===== src/core/two_wire_pkg.sv =====
// Shared constants for the two-wire master receiver: status codes,
// reset values, bit timing and the bit-level command set.
// Assumes a 125 MHz system clock; all other rates derive from it.
package two_wire_pkg;

  // System clock and bus quarter-bit timing
  localparam int SYS_CLK_MHZ    = 125;
  localparam int SCL_QUARTER_NS = 2500;
  // Least time per quarter bit, rounded up to whole cycles
  localparam int QUARTER_CYC    =
    (SCL_QUARTER_NS * SYS_CLK_MHZ + 999) / 1000;
  localparam logic [8:0] QUARTER_LAST = 9'(QUARTER_CYC - 1);

  // Status codes; the two low (prescaler) positions always read zero
  localparam logic [7:0] SC_START     = 8'h08;
  localparam logic [7:0] SC_RSTART    = 8'h10;
  localparam logic [7:0] SC_WR_ACK    = 8'h18;
  localparam logic [7:0] SC_WR_NACK   = 8'h20;
  localparam logic [7:0] SC_ARB_LOST  = 8'h38;
  localparam logic [7:0] SC_SLA_ACK   = 8'h40;
  localparam logic [7:0] SC_SLA_NACK  = 8'h48;
  localparam logic [7:0] SC_DATA_ACK  = 8'h50;
  localparam logic [7:0] SC_DATA_NACK = 8'h58;
  localparam logic [7:0] SC_NO_INFO   = 8'hF8;

  // Reset values
  localparam logic [7:0] STATE_RST = SC_NO_INFO;
  localparam logic [7:0] DATA_RST  = 8'hFF;

  // Byte framing: eight data slots then the acknowledge slot
  localparam logic [3:0] ACK_SLOT = 4'h8;
  localparam int         DIR_POS  = 0;

  // Bit-level commands handed to the bit engine
  typedef enum logic [1:0] {
    BIT_START,
    BIT_STOP,
    BIT_XFER
  } bit_cmd_t;

endpackage : two_wire_pkg


===== src/core/bit_link_if.sv =====
// Carrier between the byte sequencer and the bit engine.
// Assumes both ends run on sys_clk; go is a one-cycle pulse, abort stays high while disabled.
`timescale 1ns/1ps
interface bit_link_if;
  logic                  go;
  logic                  abort;
  two_wire_pkg::bit_cmd_t cmd;
  logic                  tx_bit;
  logic                  chk_arb;
  logic                  done;
  logic                  rx_bit;
  logic                  arb_lost;

  modport ctl (output go, abort, cmd, tx_bit, chk_arb,
               input  done, rx_bit, arb_lost);
  modport eng (input  go, abort, cmd, tx_bit, chk_arb,
               output done, rx_bit, arb_lost);
endinterface : bit_link_if


===== src/core/bit_engine.sv =====
// Bit engine: one START, STOP or data bit per command, in four quarters.
// Assumes synchronised line levels and open-drain pins (oe high = low).
`timescale 1ns/1ps
module bit_engine (
  input  wire logic   sys_clk,
  input  wire logic   rst,
  input  wire logic   scl_s,
  input  wire logic   sda_s,
  bit_link_if.eng     lnk,
  output logic        scl_oe,
  output logic        sda_oe
);

  logic                   busy_ff;
  logic [1:0]             phase_ff;
  logic [8:0]             cnt_ff;
  two_wire_pkg::bit_cmd_t cmd_ff;
  logic                   tx_ff;
  logic                   arb_ff;

  // Quarter sequencer; scl is left low after each command except STOP
  // or lost arbitration, so the bus is stretched while software handles the completion flag
  always_ff @(posedge sys_clk or posedge rst) begin
    if (rst) begin
      busy_ff      <= 1'b0;
      phase_ff     <= 2'h0;
      cnt_ff       <= 9'h000;
      cmd_ff       <= two_wire_pkg::BIT_START;
      tx_ff        <= 1'b1;
      arb_ff       <= 1'b0;
      scl_oe       <= 1'b0;
      sda_oe       <= 1'b0;
      lnk.done     <= 1'b0;
      lnk.rx_bit   <= 1'b1;
      lnk.arb_lost <= 1'b0;
    end else begin
      lnk.done     <= 1'b0;
      lnk.arb_lost <= 1'b0;
      if (lnk.abort) begin
        busy_ff <= 1'b0;
        scl_oe  <= 1'b0;
        sda_oe  <= 1'b0;
      end else if (!busy_ff) begin
        if (lnk.go) begin
          busy_ff  <= 1'b1;
          cmd_ff   <= lnk.cmd;
          tx_ff    <= lnk.tx_bit;
          arb_ff   <= lnk.chk_arb;
          phase_ff <= 2'h0;
          cnt_ff   <= 9'h000;
          case (lnk.cmd)
            two_wire_pkg::BIT_START: sda_oe <= 1'b0;
            two_wire_pkg::BIT_STOP:  sda_oe <= 1'b1;
            default:                 sda_oe <= ~lnk.tx_bit;
          endcase
        end
      end else if (phase_ff == 2'h1 && !scl_s) begin
        cnt_ff <= 9'h000; // Slave stretching: high time restarts
      end else if (cnt_ff != two_wire_pkg::QUARTER_LAST) begin
        cnt_ff <= cnt_ff + 9'h001;
      end else begin
        cnt_ff   <= 9'h000;
        phase_ff <= phase_ff + 2'h1;
        case (phase_ff)
          2'h0: scl_oe <= 1'b0;
          2'h1: begin
            case (cmd_ff)
              two_wire_pkg::BIT_START: sda_oe <= 1'b1;
              two_wire_pkg::BIT_STOP:  sda_oe <= 1'b0;
              default: begin
                lnk.rx_bit <= sda_s;
                // Released line pulled low by another master
                if (arb_ff && tx_ff && !sda_s) begin
                  sda_oe       <= 1'b0;
                  busy_ff      <= 1'b0;
                  lnk.arb_lost <= 1'b1;
                  lnk.done     <= 1'b1;
                end
              end
            endcase
          end
          2'h2: begin
            if (cmd_ff != two_wire_pkg::BIT_STOP) begin
              scl_oe <= 1'b1;
            end
          end
          default: begin
            busy_ff  <= 1'b0;
            lnk.done <= 1'b1;
          end
        endcase
      end
    end
  end

endmodule : bit_engine


===== src/core/two_wire_master_receiver.sv =====
// Two-wire master receiver: START, read address, data reception with
// software-steered acknowledge, STOP and repeated START.
// Assumes software pokes the control and data ports as plain strobes
// and that the bus pins are open-drain, resolved outside this module.
//
// Summary of operation
// - Read address enters receive mode, write address enters transmit mode.
// - A requested START waits until the bus is seen free.
// - START done: completion flag set, state code 0x08.
// - Read address and acknowledge done: flag set, code 0x38, 0x40 or 0x48.
// - Received byte sits in the data register while the flag is high.
// - Transfer ends by STOP or by repeated START, same write as START.
// - Repeated START reports 0x10 and keeps bus ownership.
// - In 0x10 a read address keeps receive, write address gives transmit.
// - 0x38: lost arbitration; release bus, or START again once free.
// - In 0x40/0x50 next byte is received, acknowledged per ack enable.
// - 0x50 byte acknowledged, 0x58 not acknowledged; byte readable.
// - In 0x48/0x58 start/stop pick next action; STOP clears stop request.
// - Data writes with the flag low are dropped, setting write collision.
`timescale 1ns/1ps
module two_wire_master_receiver (
  input  wire logic       sys_clk,
  input  wire logic       rst,
  input  wire logic       ctrl_wr,
  input  wire logic       ctrl_enable,
  input  wire logic       ctrl_start,
  input  wire logic       ctrl_stop,
  input  wire logic       ctrl_ack_en,
  input  wire logic       ctrl_flag_clr,
  input  wire logic       data_wr,
  input  wire logic [7:0] data_wdata,
  input  wire logic       scl_in,
  input  wire logic       sda_in,
  output logic            scl_out,
  output logic            scl_oe,
  output logic            sda_out,
  output logic            sda_oe,
  output logic            iface_enable_bit,
  output logic            start_request_bit,
  output logic            stop_request_bit,
  output logic            ack_enable_bit,
  output logic            step_done_flag,
  output logic            write_collision_flag,
  output logic            master_receive_mode,
  output logic            master_transmit_mode,
  output logic [7:0]      bus_state_reg,
  output logic [7:0]      shift_byte_reg
);

  typedef enum logic [2:0] {
    M_IDLE,
    M_WAIT_FREE,
    M_START,
    M_SEND,
    M_RECV,
    M_STOP,
    M_HOLD
  } main_state_t;

  main_state_t state_ff;
  logic [1:0]  sync1_ff;
  logic [1:0]  sync2_ff;
  logic        sda_prev_ff;
  logic        bus_busy_ff;
  logic        wait_ff;
  logic [3:0]  cnt_ff;
  logic [7:0]  sh_ff;
  logic        dir_ff;
  logic        ack_l_ff;
  logic        own_ff;
  logic        set_flag_ff;
  logic        rx_load_ff;
  logic        clr_stop_ff;

  bit_link_if lnk ();

  bit_engine u_eng (
    .sys_clk (sys_clk),
    .rst     (rst),
    .scl_s   (sync2_ff[0]),
    .sda_s   (sync2_ff[1]),
    .lnk     (lnk.eng),
    .scl_oe  (scl_oe),
    .sda_oe  (sda_oe)
  );

  // Open-drain pins only ever drive low
  always_ff @(posedge sys_clk or posedge rst) begin
    if (rst) begin
      scl_out <= 1'b0;
      sda_out <= 1'b0;
    end else begin
      scl_out <= 1'b0;
      sda_out <= 1'b0;
    end
  end

  // Two-stage synchronisers for the bus lines, {sda, scl}
  always_ff @(posedge sys_clk or posedge rst) begin
    if (rst) begin
      sync1_ff <= 2'h3;
      sync2_ff <= 2'h3;
    end else begin
      sync1_ff <= {sda_in, scl_in};
      sync2_ff <= sync1_ff;
    end
  end

  // Bus monitor: busy from any START seen until the next STOP
  always_ff @(posedge sys_clk or posedge rst) begin
    if (rst) begin
      sda_prev_ff <= 1'b1;
      bus_busy_ff <= 1'b0;
    end else begin
      sda_prev_ff <= sync2_ff[1];
      if (sync2_ff[0] && sda_prev_ff && !sync2_ff[1]) begin
        bus_busy_ff <= 1'b1;
      end else if (sync2_ff[0] && !sda_prev_ff && sync2_ff[1]) begin
        bus_busy_ff <= 1'b0;
      end
    end
  end

  // Control bits; a software write wins over the automatic stop clear
  always_ff @(posedge sys_clk or posedge rst) begin
    if (rst) begin
      iface_enable_bit  <= 1'b0;
      start_request_bit <= 1'b0;
      stop_request_bit  <= 1'b0;
      ack_enable_bit    <= 1'b0;
    end else if (ctrl_wr) begin
      iface_enable_bit  <= ctrl_enable;
      start_request_bit <= ctrl_start;
      stop_request_bit  <= ctrl_stop;
      ack_enable_bit    <= ctrl_ack_en;
    end else if (clr_stop_ff) begin
      stop_request_bit  <= 1'b0;
    end
  end

  // Completion flag: hardware set wins over a same-cycle software clear
  always_ff @(posedge sys_clk or posedge rst) begin
    if (rst) begin
      step_done_flag <= 1'b0;
    end else if (set_flag_ff) begin
      step_done_flag <= 1'b1;
    end else if (ctrl_wr && ctrl_flag_clr) begin
      step_done_flag <= 1'b0;
    end
  end

  // Data register and write collision; software write only with flag set
  always_ff @(posedge sys_clk or posedge rst) begin
    if (rst) begin
      shift_byte_reg       <= two_wire_pkg::DATA_RST;
      write_collision_flag <= 1'b0;
    end else begin
      if (rx_load_ff) begin
        shift_byte_reg <= sh_ff;
      end else if (data_wr && step_done_flag) begin
        shift_byte_reg       <= data_wdata;
        write_collision_flag <= 1'b0;
      end
      if (data_wr && !step_done_flag) begin
        write_collision_flag <= 1'b1;
      end
    end
  end

  // Byte sequencer; pulses to the register blocks last one cycle, so
  // the hold state waits them out before reading the flag as cleared
  always_ff @(posedge sys_clk or posedge rst) begin
    if (rst) begin
      state_ff             <= M_IDLE;
      wait_ff              <= 1'b0;
      cnt_ff               <= 4'h0;
      sh_ff                <= 8'h00;
      dir_ff               <= 1'b1;
      ack_l_ff             <= 1'b0;
      own_ff               <= 1'b0;
      set_flag_ff          <= 1'b0;
      rx_load_ff           <= 1'b0;
      clr_stop_ff          <= 1'b0;
      bus_state_reg        <= two_wire_pkg::STATE_RST;
      master_receive_mode  <= 1'b0;
      master_transmit_mode <= 1'b0;
      lnk.go               <= 1'b0;
      lnk.abort            <= 1'b0;
      lnk.cmd              <= two_wire_pkg::BIT_START;
      lnk.tx_bit           <= 1'b1;
      lnk.chk_arb          <= 1'b0;
    end else begin
      lnk.go      <= 1'b0;
      lnk.abort   <= 1'b0;
      set_flag_ff <= 1'b0;
      rx_load_ff  <= 1'b0;
      clr_stop_ff <= 1'b0;
      if (!iface_enable_bit) begin
        // Disabled: drop the transfer and let go of both lines
        state_ff             <= M_IDLE;
        wait_ff              <= 1'b0;
        own_ff               <= 1'b0;
        lnk.abort            <= 1'b1;
        bus_state_reg        <= two_wire_pkg::SC_NO_INFO;
        master_receive_mode  <= 1'b0;
        master_transmit_mode <= 1'b0;
      end else if (wait_ff) begin
        if (lnk.done) begin
          wait_ff <= 1'b0;
          if (lnk.arb_lost) begin
            // Engine has already released the lines
            own_ff               <= 1'b0;
            master_receive_mode  <= 1'b0;
            master_transmit_mode <= 1'b0;
            bus_state_reg        <= two_wire_pkg::SC_ARB_LOST;
            set_flag_ff          <= 1'b1;
            state_ff             <= M_HOLD;
          end else begin
            case (state_ff)
              M_START: begin
                own_ff        <= 1'b1;
                bus_state_reg <= own_ff ? two_wire_pkg::SC_RSTART
                                        : two_wire_pkg::SC_START;
                set_flag_ff   <= 1'b1;
                state_ff      <= M_HOLD;
              end
              M_SEND: begin
                if (cnt_ff != two_wire_pkg::ACK_SLOT) begin
                  sh_ff  <= {sh_ff[6:0], 1'b0};
                  cnt_ff <= cnt_ff + 4'h1;
                end else begin
                  set_flag_ff <= 1'b1;
                  state_ff    <= M_HOLD;
                  master_receive_mode  <= dir_ff;
                  master_transmit_mode <= !dir_ff;
                  if (dir_ff) begin
                    bus_state_reg <= lnk.rx_bit
                      ? two_wire_pkg::SC_SLA_NACK
                      : two_wire_pkg::SC_SLA_ACK;
                  end else begin
                    bus_state_reg <= lnk.rx_bit
                      ? two_wire_pkg::SC_WR_NACK
                      : two_wire_pkg::SC_WR_ACK;
                  end
                end
              end
              M_RECV: begin
                if (cnt_ff != two_wire_pkg::ACK_SLOT) begin
                  sh_ff  <= {sh_ff[6:0], lnk.rx_bit};
                  cnt_ff <= cnt_ff + 4'h1;
                end else begin
                  rx_load_ff    <= 1'b1;
                  bus_state_reg <= ack_l_ff
                    ? two_wire_pkg::SC_DATA_ACK
                    : two_wire_pkg::SC_DATA_NACK;
                  set_flag_ff   <= 1'b1;
                  state_ff      <= M_HOLD;
                end
              end
              M_STOP: begin
                // No flag after STOP; a pending start follows it
                own_ff               <= 1'b0;
                clr_stop_ff          <= 1'b1;
                master_receive_mode  <= 1'b0;
                master_transmit_mode <= 1'b0;
                bus_state_reg        <= two_wire_pkg::SC_NO_INFO;
                state_ff <= start_request_bit ? M_WAIT_FREE : M_IDLE;
              end
              default: state_ff <= M_IDLE;
            endcase
          end
        end
      end else begin
        case (state_ff)
          M_IDLE: begin
            if (start_request_bit && !step_done_flag) begin
              state_ff <= M_WAIT_FREE;
            end
          end
          M_WAIT_FREE: begin
            if (own_ff || !bus_busy_ff) begin
              state_ff <= M_START;
            end
          end
          M_START, M_STOP: begin
            lnk.go      <= 1'b1;
            lnk.cmd     <= (state_ff == M_START)
                           ? two_wire_pkg::BIT_START
                           : two_wire_pkg::BIT_STOP;
            lnk.tx_bit  <= 1'b1;
            lnk.chk_arb <= 1'b0;
            wait_ff     <= 1'b1;
          end
          M_SEND: begin
            // Address bits checked for arbitration; ack slot released
            lnk.go      <= 1'b1;
            lnk.cmd     <= two_wire_pkg::BIT_XFER;
            lnk.tx_bit  <= (cnt_ff == two_wire_pkg::ACK_SLOT) | sh_ff[7];
            lnk.chk_arb <= (cnt_ff != two_wire_pkg::ACK_SLOT);
            wait_ff     <= 1'b1;
          end
          M_RECV: begin
            // Only our own not-acknowledge can lose arbitration
            lnk.go      <= 1'b1;
            lnk.cmd     <= two_wire_pkg::BIT_XFER;
            lnk.tx_bit  <= (cnt_ff != two_wire_pkg::ACK_SLOT) | ~ack_l_ff;
            lnk.chk_arb <= (cnt_ff == two_wire_pkg::ACK_SLOT) & ~ack_l_ff;
            wait_ff     <= 1'b1;
          end
          M_HOLD: begin
            if (!step_done_flag && !set_flag_ff) begin
              cnt_ff <= 4'h0;
              case (bus_state_reg)
                two_wire_pkg::SC_START, two_wire_pkg::SC_RSTART: begin
                  sh_ff    <= shift_byte_reg;
                  dir_ff   <= shift_byte_reg[two_wire_pkg::DIR_POS];
                  state_ff <= M_SEND;
                end
                two_wire_pkg::SC_SLA_ACK, two_wire_pkg::SC_DATA_ACK: begin
                  ack_l_ff <= ack_enable_bit;
                  state_ff <= M_RECV;
                end
                two_wire_pkg::SC_ARB_LOST: begin
                  if (start_request_bit) begin
                    state_ff <= M_WAIT_FREE;
                  end else begin
                    bus_state_reg <= two_wire_pkg::SC_NO_INFO;
                    state_ff      <= M_IDLE;
                  end
                end
                default: begin
                  // Start alone repeats START, otherwise STOP first
                  if (start_request_bit && !stop_request_bit) begin
                    state_ff <= M_START;
                  end else begin
                    state_ff <= M_STOP;
                  end
                end
              endcase
            end
          end
          default: state_ff <= M_IDLE;
        endcase
      end
    end
  end

endmodule : two_wire_master_receiver


===== config.mk =====
export PLATFORM = sky130hd
export DESIGN_NAME = two_wire_master_receiver
export DESIGN_NICKNAME = d
export VERILOG_FILES = /design/src/core/two_wire_pkg.sv /design/src/core/bit_link_if.sv /design/src/core/bit_engine.sv /design/src/core/two_wire_master_receiver.sv
export SDC_FILE = /design/constraint.sdc
export NUM_CORES = 1
export LEC_CHECK = 0
export BUFFER_PORTS_ARGS = -buffer_cell sky130_fd_sc_hd__buf_4
export CORE_AREA = 2 2 91 93
export DETAILED_ROUTE_END_ITERATION = 8
export DIE_AREA = 0 0 93 95
export PLACE_DENSITY_LB_ADDON = 0.12
export SETUP_SLACK_MARGIN = 0.4
export SLEW_MARGIN = 20
export SYNTH_ARGS = -nofsm -noshare
export SYNTH_HDL_FRONTEND = slang
export SYNTH_SLANG_ARGS = --single-unit

===== constraint.sdc =====
create_clock -name sys_clk -period 2.5 [get_ports sys_clk]
set_input_delay 0.125 -clock sys_clk [delete_from_list [all_inputs] [get_ports sys_clk]]
set_output_delay 0.125 -clock sys_clk [all_outputs]
set_load 0.005 [all_outputs]

==> results.ini <==
[clock_network]
clkLatencyLatePin_ps = 350
cts_setup_buffers = 0
htreeDepth = 3
root_buffer = clkbuf_8
cts_buffers = 9
clock_sinks = 76
cts.clk_slew.worst_paths_ps = 80
cts_tree = built
cts_buffer_depth = 2

[cells_and_area]
largest_register_ffs = 9
num_antenna_cells = 0
fin_cells = 565
area_delta_synth_final_pct = 14.79
fin_util_pct = 61.11
fin_nets = 484
finalInstanceArea_um2 = 4845
drive_gt1_share_pct = 27.39
n_fill_cell = 722

[critical_path]
cp-end-kind = flop
cp_top_family = flip-flops
crit_chain = nand2b_1, a22oi_1, a2bb2oi_1, o21ai_2, mux2_1
cp.arrival_ps = 2210
cp_max_fo = 16
crit_slowest_cell = dfrtp_1
critPathLaunchType = flop
critPathLaunch = state_ff[2]
worstSetupPathType = flop to flop
critical-path-max-stage-delay_ps = 660
worstPathRequired_ps = 2740
reg2reg_from = state_ff[2]
path_buf_inv = 0

[placement]
port_buffers = 41
gp_congestion = 0.9195
dp_hpwl_mm = 6.724
dp_cells = 543
dpl-instance-area_um2 = 4549

[die]
core-area_um2 = 7928
die_y_um = 95
io_pins = 47
die_area_um2 = 8835
rows = 33
die_w_um = 93
start_util_pct = 53.24

[timing]
maxSlewHeadroom_pct = 50.07
clock.fmax_ghz = 0.5062
fin_worst_skew_ps = 6.720
rsz0062_at_grt = no
finalSetupViolations = 0
hold_viol_final = 0
maxSlewViolCount = 0
period_minus_slack_ps = 1976
worstMarginPinSlew_ps = 747.4
tns_ps = 0
fin_crit_sh_pct = 79.02

[synth]
avgSynthCellArea_um2 = 10.34
ys_ff_latch = 76
yosysTopAreaCellShare_pct = 32.02
ys_types = 81
yosysMostFrequentCell = dfrtp_1
synthArstFlopShare_pct = 100.0
synth_area_um2 = 4220
synth_area_leaders = dfrtp_1, dfstp_2, mux2i_1
syn_inst = 408
synth_sequential_area_ratio_pct = 45.72
synth-edff-count = 0
yosysTopAreaCell = dfrtp_1
synth_common_cells = dfrtp_1, nand2_1, nor2_1
synth_flop_cell = dfrtp_1
synth_warnings = 0

[global_route]
grt_pass1_vias = 3019
overflow = 0
grt_pass1_wl_mm = 14.92
grt_max_degree = 56
grtUsageTotal_pct = 22.02
antenna_found_initial = 0

[drt]
wl_mm = 9.157
route.detailed.drc = 0
postRouteAntennaNets = 0
wl_per_cell_um = 16.21
routed_via_density = 5.619
first_pass_iters = 4
drtIter0Drc = 184
vias = 3175

[power_and_ir_drop]
combPwrFrac_pct = 17.5
power.density_nw_per_um2 = 646.1
internal_power_mw = 2.204
switching_power_mw = 0.9258
ir_drop_mv = 0.3073
pwr-share-clk_pct = 34.5
seq_power_share_pct = 48.0
netSwitchingFraction_pct = 29.58
p_leak_nw = 2.186

[run_status]
outcome = completed

[min_path]
hp-class = primary input to flop
min_from = ctrl_ack_en

[flow_run]
max-cap-violations = 0

-- metrics by stage --
step                setup WS, ps  hold WS (ps)  total power, mW
global route               414.2         7.109            3.278
detailed placement         456.7         193.5            2.064
finish                     524.4         8.622            3.130
global placement           518.6         181.7            2.043
floorplan                  473.1         129.5            1.941
CTS                        447.3         1.168            3.156
-- per-layer routing --
metal	GRT usage [%]	vias up	routed length, µm
met5	0	-	0
met4	9.069	0	123
met3	2.953	12	410
met2	34.60	67	4321
met1	30.94	1547	4301
li1	-	1549	-
-- power by group through the flow --
| stage | sequential (mW) | clock [mW] | combinational (mW) |
|---|---|---|---|
| after global routing | 1.53 | 1.15 | 0.605 |
| after floorplan | 1.42 | 0 | 0.521 |
| after global placement | 1.51 | 0 | 0.530 |
| after detailed placement | 1.52 | 0 | 0.542 |
| final | 1.50 | 1.08 | 0.549 |
| after CTS | 1.50 | 1.10 | 0.553 |
-- worst paths after layout --
| check | depth (start not counted) | slack (ps) | end |
|---|---|---|---|
| max in group asynchronous | 4 | 1440 | shift_byte_reg[7] |
| setup reg to reg | 5 | 520 | state_ff[1] |
| setup / recovery | 5 | 520 | state_ff[1] |
| min in group asynchronous | 3 | 350 | start_request_bit |
| hold reg to reg | 0 | 360 | sync2_ff[1] |
| hold / removal | 2 | 9 | ack_enable_bit |
-- cell families after synthesis --
family,synth area share (%)
fa+ha+maj,2.965
other cells,0.08886
mux,8.212
compound gates,16.48
simple gates,18.74
flops,45.72
buf+inv,5.722
xor+xnor,2.075
-- repair_timing --
action	CTS	global route
resized for setup	0	2
setup endpoints to repair	0	16
hold buffers	6	0
endpoints found under the hold margin	19	0
-- layout by cell type (no fill, tap or decap), types with 3 or more instances in the layout --
cell,count
or3_1,4
dfrtp_1,52
nor3_2,4
mux2_2,7
o22ai_1,6
and4_1,3
o21ai_0,24
mux2_1,6
nor2_1,29
xor2_1,8
nand3_1,8
nand2b_1,9
o32ai_1,3
nand4_1,4
ha_1,10
o21ai_2,3
nand2_1,39
mux2i_1,20
inv_1,16
a31oi_1,4
buf_4,44
a2bb2oi_1,4
dlygate4sd3_1,6
o21a_1,3
o21ai_1,6
a21oi_1,18
nor3_1,11
clkbuf_8,10
dfstp_2,22
nand2_2,3
conb_1,5
-- layout make-up --
type | count | area (µm²) | share of cell area [%]
flip-flops and latches | 76 | 1932 | 39.88
well taps | 105 | 131.4 | 2.712
multi-input cells | 298 | 2064 | 42.61
repair buffers | 51 | 410.4 | 8.471
clock buffers | 10 | 137.6 | 2.841
inverters | 19 | 73.82 | 1.524
clock inverters | 6 | 95.09 | 1.963
Power figures use the tool's default switching activity.
